`config.mk`:
```
export PLATFORM = sky130hd
export DESIGN_NAME = rep_xport
export DESIGN_NICKNAME = d
export VERILOG_FILES = /design/src/verilog/rep_pkg.sv /design/src/verilog/rep_fifo.sv /design/src/verilog/rep_xport.sv
export SDC_FILE = /design/constraint.sdc
export NUM_CORES = 1
export LEC_CHECK = 0
export BUFFER_PORTS_ARGS = -buffer_cell sky130_fd_sc_hd__buf_2
export CAP_MARGIN = 15
export CORE_UTILIZATION = 30
export CTS_CLUSTER_DIAMETER = 150
export CTS_CLUSTER_SIZE = 30
export DETAILED_ROUTE_END_ITERATION = 8
export HOLD_SLACK_MARGIN = 0.15
export SLEW_MARGIN = 20
export SYNTH_ARGS = -nofsm -noshare
export SYNTH_HDL_FRONTEND = slang
export SYNTH_HIERARCHICAL = 1
export SYNTH_SLANG_ARGS = --single-unit
export TNS_END_PERCENT = 1
```
`constraint.sdc`:
```
create_clock -name core_clk -period 3.55 [get_ports core_clk]
set_input_delay 0.355 -clock core_clk [delete_from_list [all_inputs] [get_ports core_clk]]
set_output_delay 0.355 -clock core_clk [all_outputs]
set_load 0.005 [all_outputs]
```
`src/verilog/rep_pkg.sv`:
```
/*
  Shared constants and types for the repeater expansion port.
  Assumes a single 100 MHz core clock and a 20 MHz crystal-rate enable derived from it.
*/
package rep_pkg;
  localparam int CORE_CLK_HZ = 100_000_000;
  localparam int CRYSTAL_HZ = 20_000_000;
  localparam int TICK_DIV = CORE_CLK_HZ / CRYSTAL_HZ;
  localparam logic [2:0] TICK_LAST = 3'(TICK_DIV - 1);
  localparam logic [2:0] TICK_ZERO = 3'h0;

  // Carrier frame: bit 0 is the AUI port, bits 1..8 are twisted-pair ports 0..7
  localparam int NUM_PORTS = 9;
  localparam logic [3:0] FRAME_LAST = 4'h8;
  localparam logic [3:0] FRAME_ZERO = 4'h0;
  localparam logic [1:0] STROBE_TICKS = 2'h2;
  localparam logic [1:0] STROBE_ZERO = 2'h0;

  localparam int FIFO_WIDTH = 1;
  localparam int FIFO_DEPTH = 8;

  // Idle level of expansion data when nothing is queued
  localparam logic DATA_IDLE = 1'b0;
  // Collision code on the data line while the jam flag is high
  localparam logic CODE_MULTI = 1'b0;
  localparam logic CODE_SINGLE = 1'b1;

  typedef enum logic [1:0] {
    REP_IDLE = 2'h0,
    REP_REQ = 2'h1,
    REP_OWN = 2'h3,
    REP_LISTEN = 2'h2
  } rep_xstate_t;

  function automatic logic [3:0] rep_count_ones(input logic [NUM_PORTS-1:0] v);
    logic [3:0] n;
    n = 4'h0;
    for (int i = 0; i < NUM_PORTS; i++) begin
      n = n + {3'h0, v[i]};
    end
    return n;
  endfunction
endpackage

```
`src/verilog/rep_fifo.sv`:
```
/*
  Small flip-flop FIFO with valid/ready on both sides.
  Assumes one clock; push and pop may happen in the same cycle.
*/
`timescale 1ns/10ps
module rep_fifo #(
  parameter int WIDTH = 1,
  parameter int DEPTH = 8
) (
  input wire logic core_clk,
  input wire logic nrst,
  input wire logic in_valid,
  input wire logic [WIDTH-1:0] in_data,
  output logic in_ready,
  output logic out_valid,
  output logic [WIDTH-1:0] out_data,
  input wire logic out_ready
);
  localparam int AW = (DEPTH > 1) ? $clog2(DEPTH) : 1;
  localparam logic [AW-1:0] PTR_LAST = AW'(DEPTH - 1);
  localparam logic [AW:0] CNT_FULL = (AW + 1)'(DEPTH);

  logic [WIDTH-1:0] mem_q [DEPTH];
  logic [WIDTH-1:0] mem_d [DEPTH];
  logic [AW-1:0] wr_q, wr_d, rd_q, rd_d;
  logic [AW:0] cnt_q, cnt_d;
  logic push, pop;

  assign in_ready = (cnt_q != CNT_FULL);
  assign out_valid = (cnt_q != '0);
  assign out_data = mem_q[rd_q];

  always_comb begin
    push = in_valid && in_ready;
    pop = out_valid && out_ready;
    mem_d = mem_q;
    wr_d = wr_q;
    rd_d = rd_q;
    cnt_d = cnt_q;
    if (push) begin
      mem_d[wr_q] = in_data;
      wr_d = (wr_q == PTR_LAST) ? '0 : wr_q + 1'b1;
    end
    if (pop) begin
      rd_d = (rd_q == PTR_LAST) ? '0 : rd_q + 1'b1;
    end
    if (push && !pop) begin
      cnt_d = cnt_q + 1'b1;
    end else if (pop && !push) begin
      cnt_d = cnt_q - 1'b1;
    end
  end

  always_ff @(posedge core_clk or negedge nrst) begin
    if (!nrst) begin
      for (int i = 0; i < DEPTH; i++) begin
        mem_q[i] <= '0;
      end
      wr_q <= '0;
      rd_q <= '0;
      cnt_q <= '0;
    end else begin
      mem_q <= mem_d;
      wr_q <= wr_d;
      rd_q <= rd_d;
      cnt_q <= cnt_d;
    end
  end
endmodule // rep_fifo

```
`src/verilog/rep_xport.sv`:
```
/*
  Repeater expansion port: request/grant arbitration of the shared data and jam lines,
  collision signalling, and the serial carrier-status stream with its strobe.
  Assumes all inputs are synchronous to core_clk and the pad logic resolves the
  three-state lines from the output enables.
*/
// Functional notes
// RL1 - Once the grant input is low while requesting, the device drives the shared data and jam lines.
// RL2 - With the grant low and no request, the device samples the jam and data lines as valid status and data.
// RL3 - A low expansion collision input makes the device raise its own jam sequence without coordinating; jam_gen: !col_n while active, or 2+ ports colliding.
// RL4 - Carrier-sense states of the AUI and eight twisted-pair ports are shifted out continuously at crystal rate.
// RL5 - The request output is driven low while any port receives or collides or the transmit queue is busy.
// RL6 - Data and jam pins float without grant, drive with grant and request, and are inputs with grant only.
// RL7 - Outside collision NRZ data is driven; with the jam flag high data shows 0 for multiport, 1 for single.
// RL8 - When used as an output the strobe goes high for two crystal cycles after each group of nine bits.
// RL9 - Each frame sends AUI first then twisted-pair ports 0 to 7, frames back to back without idle bits.
`timescale 1ns/10ps
module rep_xport
  import rep_pkg::*;
(
  input wire logic core_clk,
  input wire logic nrst,
  input wire logic [NUM_PORTS-1:0] port_carrier,
  input wire logic [NUM_PORTS-1:0] port_collision,
  input wire logic tx_busy,
  input wire logic src_valid,
  input wire logic [FIFO_WIDTH-1:0] src_data,
  output logic src_ready,
  output logic req_n,
  input wire logic ack_n,
  input wire logic col_n,
  input wire logic expansion_data_line_i,
  output logic expansion_data_line_o,
  output logic expansion_data_line_oe,
  input wire logic jam_i,
  output logic jam_o,
  output logic jam_oe,
  output logic rx_valid,
  output logic rx_data,
  output logic rx_jam,
  output logic jam_gen,
  output logic carrier_status_serial,
  input wire logic strobe_out_en,
  output logic status_strobe,
  output logic status_strobe_oe
);

  ////////////////////////////////////////////////////////////////////////////
  // Crystal-rate enable

  logic [2:0] div_q, div_d;
  logic tick_q, tick_d;

  always_comb begin
    div_d = (div_q == TICK_LAST) ? TICK_ZERO : div_q + 3'h1;
    tick_d = (div_q == TICK_LAST);
  end

  always_ff @(posedge core_clk or negedge nrst) begin
    if (!nrst) begin
      div_q <= TICK_ZERO;
      tick_q <= 1'b0;
    end else begin
      div_q <= div_d;
      tick_q <= tick_d;
    end
  end

  ////////////////////////////////////////////////////////////////////////////
  // Transmit queue

  logic q_valid, q_pop;
  logic [FIFO_WIDTH-1:0] q_data;
  logic src_ready_w;

  rep_fifo #(
    .WIDTH(FIFO_WIDTH),
    .DEPTH(FIFO_DEPTH)
  ) u_fifo (
    .core_clk(core_clk),
    .nrst(nrst),
    .in_valid(src_valid),
    .in_data(src_data),
    .in_ready(src_ready_w),
    .out_valid(q_valid),
    .out_data(q_data),
    .out_ready(q_pop)
  );

  ////////////////////////////////////////////////////////////////////////////
  // Arbitration and shared lines

  rep_xstate_t st_q, st_d;
  logic active;
  logic own_coll;
  logic req_n_q, req_n_d;
  logic drv_q, drv_d;
  logic xd_q, xd_d;
  logic tail_q, tail_d;
  logic jam_q, jam_d;
  logic rxv_q, rxv_d, rxd_q, rxd_d, rxj_q, rxj_d;
  logic jg_q, jg_d;
  logic srdy_q, srdy_d;

  always_comb begin
    active = (|port_carrier) || (|port_collision) || tx_busy || q_valid || tail_q; // RL5
    own_coll = (|port_collision);
    st_d = st_q;
    unique case (st_q)
      REP_IDLE: begin
        if (active) begin
          st_d = REP_REQ;
        end else if (!ack_n) begin
          st_d = REP_LISTEN;
        end
      end
      REP_REQ: begin
        if (!active) begin
          st_d = REP_IDLE;
        end else if (!ack_n) begin
          st_d = REP_OWN; // RL1
        end
      end
      REP_OWN: begin
        if (!active) begin
          st_d = REP_IDLE;
        end else if (ack_n) begin
          st_d = REP_REQ;
        end
      end
      REP_LISTEN: begin
        if (active) begin
          st_d = REP_REQ;
        end else if (ack_n) begin
          st_d = REP_IDLE;
        end
      end
    endcase
    req_n_d = !((st_d == REP_REQ) || (st_d == REP_OWN)); // RL5
    // Pins drive only while granted and requesting, else they float or listen
    drv_d = (st_d == REP_OWN); // RL6
    q_pop = tick_q && (st_q == REP_OWN) && !own_coll;
    xd_d = xd_q;
    jam_d = jam_q;
    if (tick_q && (st_q == REP_OWN)) begin
      if (own_coll) begin
        jam_d = 1'b1; // RL7
        xd_d = (rep_count_ones(port_collision) > 4'h1) ? CODE_MULTI : CODE_SINGLE; // RL7
      end else begin
        jam_d = 1'b0;
        xd_d = q_valid ? q_data[0] : DATA_IDLE; // RL7
      end
    end
    // Last popped bit must stand a whole bit time before the request drops
    tail_d = (q_pop && q_valid) ? 1'b1 : (tick_q ? 1'b0 : tail_q); // RL5
    rxv_d = tick_q && (st_q == REP_LISTEN); // RL2
    rxd_d = rxv_d ? expansion_data_line_i : rxd_q; // RL2
    rxj_d = rxv_d ? jam_i : rxj_q; // RL2
    // Each device jams on its own; no handshake with peers is needed
    jg_d = (!col_n && active) || (rep_count_ones(port_collision) > 4'h1); // RL3
    srdy_d = src_ready_w;
  end

  always_ff @(posedge core_clk or negedge nrst) begin
    if (!nrst) begin
      st_q <= REP_IDLE;
      req_n_q <= 1'b1;
      drv_q <= 1'b0;
      xd_q <= DATA_IDLE;
      tail_q <= 1'b0;
      jam_q <= 1'b0;
      rxv_q <= 1'b0;
      rxd_q <= 1'b0;
      rxj_q <= 1'b0;
      jg_q <= 1'b0;
      srdy_q <= 1'b0;
    end else begin
      st_q <= st_d;
      req_n_q <= req_n_d;
      drv_q <= drv_d;
      xd_q <= xd_d;
      tail_q <= tail_d;
      jam_q <= jam_d;
      rxv_q <= rxv_d;
      rxd_q <= rxd_d;
      rxj_q <= rxj_d;
      jg_q <= jg_d;
      srdy_q <= srdy_d;
    end
  end

  ////////////////////////////////////////////////////////////////////////////
  // Carrier-status stream

  logic [NUM_PORTS-1:0] latch_q, latch_d;
  logic [NUM_PORTS-1:0] shift_q, shift_d;
  logic [3:0] bit_q, bit_d;
  logic [1:0] stb_q, stb_d;
  logic cs_bit_q, cs_bit_d;
  logic frame_done_q, frame_done_d;
  logic stro_q, stro_d;
  logic stoe_q, stoe_d;

  always_comb begin
    // Sticky latch so a short carrier between samples is not missed; new carrier wins over clear
    latch_d = latch_q | port_carrier;
    shift_d = shift_q;
    bit_d = bit_q;
    stb_d = stb_q;
    cs_bit_d = cs_bit_q;
    if (tick_q) begin
      if (bit_q == FRAME_ZERO) begin
        cs_bit_d = latch_q[0]; // RL9
        shift_d = {1'b0, latch_q[NUM_PORTS-1:1]};
        latch_d = port_carrier;
      end else begin
        cs_bit_d = shift_q[0]; // RL4
        shift_d = {1'b0, shift_q[NUM_PORTS-1:1]};
      end
      bit_d = (bit_q == FRAME_LAST) ? FRAME_ZERO : bit_q + 4'h1; // RL9
      if (bit_q == FRAME_ZERO && frame_done_q) begin
        stb_d = STROBE_TICKS; // RL8
      end else if (stb_q != STROBE_ZERO) begin
        stb_d = stb_q - 2'h1;
      end
    end
    stro_d = strobe_out_en && (stb_d != STROBE_ZERO); // RL8
    stoe_d = strobe_out_en;
  end

  // A strobe arms at the first bit of each frame after the previous nine have gone out
  always_comb begin
    frame_done_d = frame_done_q;
    if (tick_q && bit_q == FRAME_LAST) begin
      frame_done_d = 1'b1;
    end
  end

  always_ff @(posedge core_clk or negedge nrst) begin
    if (!nrst) begin
      latch_q <= '0;
      shift_q <= '0;
      bit_q <= FRAME_ZERO;
      stb_q <= STROBE_ZERO;
      cs_bit_q <= 1'b0;
      stro_q <= 1'b0;
      stoe_q <= 1'b0;
      frame_done_q <= 1'b0;
    end else begin
      latch_q <= latch_d;
      shift_q <= shift_d;
      bit_q <= bit_d;
      stb_q <= stb_d;
      cs_bit_q <= cs_bit_d;
      stro_q <= stro_d;
      stoe_q <= stoe_d;
      frame_done_q <= frame_done_d;
    end
  end

  ////////////////////////////////////////////////////////////////////////////
  // Outputs

  assign src_ready = srdy_q;
  assign req_n = req_n_q;
  assign expansion_data_line_o = xd_q;
  assign expansion_data_line_oe = drv_q;
  assign jam_o = jam_q;
  assign jam_oe = drv_q;
  assign rx_valid = rxv_q;
  assign rx_data = rxd_q;
  assign rx_jam = rxj_q;
  assign jam_gen = jg_q;
  assign carrier_status_serial = cs_bit_q;
  assign status_strobe = stro_q;
  assign status_strobe_oe = stoe_q;
endmodule // rep_xport
```
==> qor.yml <==
crit_slowest_cell: "fa_1"
critPathMaxFanout: 2
clk_pin_slew_ns: 0.07
drtIter0Drc: 27
syn-num-nets: 307
rsz0062_at_grt: "false"
insertion_delay_ns: 0.35
start_kind: "input port"
start_util: 0.309
p_int_mw: 1.58
cts_buffer_depth: 2
wl_per_cell_um: 12.2
hold_depth: 2
route.met2.wl_um: 2530
p_leak_nw: 1.71
top_layer: "met4"
num_io_pins: 41
routed-via-count: 2013
drtPass1Iterations: 4
synth.cell_area_um2: 3010
synth-edff-count: 0
critPathKind: "in -> reg"
tritoncts: "built"
syn_area_per_cell_um2: 11.6
synth_top_family_by_area: "simple AND/OR/NAND/NOR gates"
globalRouteTotalUtil: 0.118
power_frac_clock: 0.381
crit_path_cell_trace: "buf_2 > fa_1 > inv_1 > fa_1 > fa_1 > inv_1 > fa_1 > inv_1 > fa_1 > nor2b_1 > a31o_2"
synthSimpleGateAreaFrac: 0.139
overflow: 0
ctsResizeCount: 0
synth_compound_area_frac: 0.0885
synthAdderAreaFrac: 0.0981
cp.required_ns: 3.79
grt_pass1_vias: 1975
drc: 0
worstSetupStartpoint: "port_collision[0]"
ys_seq_area_frac: 0.507
port_buffers: 40
synth.most_common_cell: "dfrtp_1"
fp.dieW_um: 102
pwr-share-seq: 0.418
gp_congestion: 0.759
via_per_inst: 4.49
ys_top_cells_by_area: "dfrtp_1, mux2_2, ha_1, fa_1, mux2i_1"
vdd_drop_max_uv: 204
ys_seq_elements: 61
finalSetupViolations: 0
root_buffer: "clkbuf_8"
cts_made_buffers: 9
sw_frac_of_total: 0.269
timing.rr.end: "u_fifo/cnt_q[3]"
core_um2: 9730
fin_tns_setup_ns: 0
ys_types: 44
fmax_mhz: 327
clock-sinks: 61
worstReg2RegStart: "u_fifo/cnt_q[0]"
slew_viol_final: 0
place_area_um2: 3380
clock_skew_ns: 0.00978
antenna_found_initial: 0
finalPower_mw: 2.17
synth_xor_area_frac: 0.00582
hold_viol: 0
rows: 36
finalCritPeriodShare: 0.863
critPathArrivalTime_ns: 3.30
num_antenna_cells: 0
p_comb_frac: 0.201
postRouteAntennaNets: 0
worst_pin_slew_ns: 0.714
r2r_cells: 8
synthCells: 259
hold_path.startpoint: "port_carrier[8]"
finalWirelength_um: 5460
yosysTopAreaCell: "dfrtp_1"
crit_path_end_kind: "flop"
drv_cap: 0
drive_gt1_frac: 0.283
power_density_nw_per_um2: 590
htreeDepth: 3
synthArstFlopShare: 1.00
dp_hpwl_um: 4060
synthFlopType: "dfrtp_1"
syn2layout_area_growth_pct: 22.0
grt_max_degree: 34
nFillCells: 983
multiInputGateArea_um2: 1370
fin_crit_ns: 3.06
relSlewSlack: 0.524
die_y_um: 102
hold_end: "latch_q[8]"
synth_top_area_frac: 0.499
yosys_warnings: 6
hp-class: "in -> reg"
wl_met3_um: 187
slowest_delay_ns: 0.53
met1_length_um: 2600
synthMuxAreaShare: 0.121
outcome: "complete, no violations"
reg2reg_slack_ns: 0.63
design_area_um2: 3670
path_common_cell: "fa_1"
synth_common_cells: "dfrtp_1, inv_1, nor2_1"
grt_pass1_wl_um: 9250
switching_power_mw: 0.583
die-area_um2: 10400
regArea_um2: 1530
num-nets-final: 358
==> cells by family after synthesis <==
| family | after synthesis |
|---|---|
| flops | 61 |
| simple gates | 74 |
| xor+xnor | 2 |
| fa+ha+maj | 20 |
| mux | 31 |
| buf+inv | 30 |
| compound gates | 41 |
==> power by group through the flow <==
stage	sequential [mW]	clock (mW)	combinational, mW
after global routing	0.924	0.878	0.497
final	0.906	0.824	0.435
after global placement	0.915	0	0.423
after CTS	0.908	0.849	0.443
after detailed placement	0.921	0	0.440
after floorplan	0.888	0	0.328
==> worst max-delay path by stage <==
stage                                  to  depth (start not counted)  slack [ns]
global placement    expansion_data_line_o                         11        0.20
detailed placement  expansion_data_line_o                         11        0.10
finish              expansion_data_line_o                         11        0.49
floorplan           expansion_data_line_o                         10        0.36
global route                      jam_gen                         13        0.37
CTS                 expansion_data_line_o                         11        0.49
==> final cells by class <==
type                            count  share of cell area
Sequential cell                    61               0.416
Multi-Input combinational cell    168               0.372
Timing Repair Buffer               46              0.0681
Tap cell                          133              0.0453
Clock inverter                      7              0.0399
Clock buffer                        9              0.0337
Inverter                           24              0.0245
==> critical path: cells and delay by family <==
family                     cells  cell delay (ns)
adders and majority gates      5             2.25
buffers and inverters          4             0.31
AOI/OAI and AO/OA              1             0.24
and+or+nand+nor                1             0.15
==> per-layer routing <==
layer	global-route usage	up-vias
met5	0	-
met2	0.182	36
met4	0.0780	0
met1	0.150	959
met3	0.0267	10
li1	-	1008
==> placed cells by master, fill, tap and decap left out, types with 2 or more instances in the layout <==
| master | netlist | final |
|---|---|---|
| nor3b_1 | 3 | 2 |
| mux2_2 | 18 | 18 |
| dlygate4sd3_1 | 0 | 2 |
| o211ai_1 | 2 | 2 |
| nor4_1 | 5 | 5 |
| nor3_1 | 3 | 3 |
| or3_1 | 2 | 2 |
| a21oi_1 | 11 | 11 |
| nor2b_1 | 3 | 3 |
| fa_1 | 6 | 6 |
| clkinv_4 | 0 | 2 |
| bufinv_16 | 0 | 4 |
| mux2i_1 | 9 | 9 |
| inv_1 | 24 | 24 |
| buf_2 | 0 | 40 |
| xnor2_1 | 2 | 2 |
| mux4_2 | 2 | 2 |
| a22o_1 | 2 | 2 |
| nand2b_1 | 2 | 2 |
| nand2_1 | 15 | 15 |
| a21o_1 | 10 | 10 |
| or4_1 | 2 | 2 |
| nand3b_1 | 2 | 2 |
| buf_4 | 2 | 4 |
| clkbuf_8 | 0 | 9 |
| dfrtp_1 | 60 | 60 |
| ha_1 | 14 | 14 |
| nand3_1 | 8 | 8 |
| nor2_1 | 20 | 20 |
| o21ai_0 | 10 | 10 |
==> stage by stage <==
| step | setup slack (ns) | instances | utilization | hold WS, ns |
|---|---|---|---|---|
| after detailed placement | 0.103 | 430 | 0.348 | 0.453 |
| after floorplan | 0.357 | 259 | - | 0.0594 |
| after global routing | 0.368 | 448 | 0.377 | 0.191 |
| after global placement | 0.205 | 430 | 0.348 | 0.451 |
| final | 0.487 | 448 | 0.377 | 0.203 |
| after CTS | 0.488 | 448 | 0.377 | 0.185 |
==> state kept, by name, indices dropped and copies added, names as in the netlist, 2 cells and up <==
register and cells:
u_fifo/mem_q 8, u_fifo/cnt_q 4, u_fifo/rd_q 3, u_fifo/wr_q 3, stb_q 2, bit_q 4, div_q 3, st_q 2
latch_q 9, shift_q 8
==> timing repair <==
item,4_1_cts,5_1_grt
setup buffers,0,0
hold buffers,2,0
hold endpoints to repair,32,0
Power figures use the tool's default switching activity.
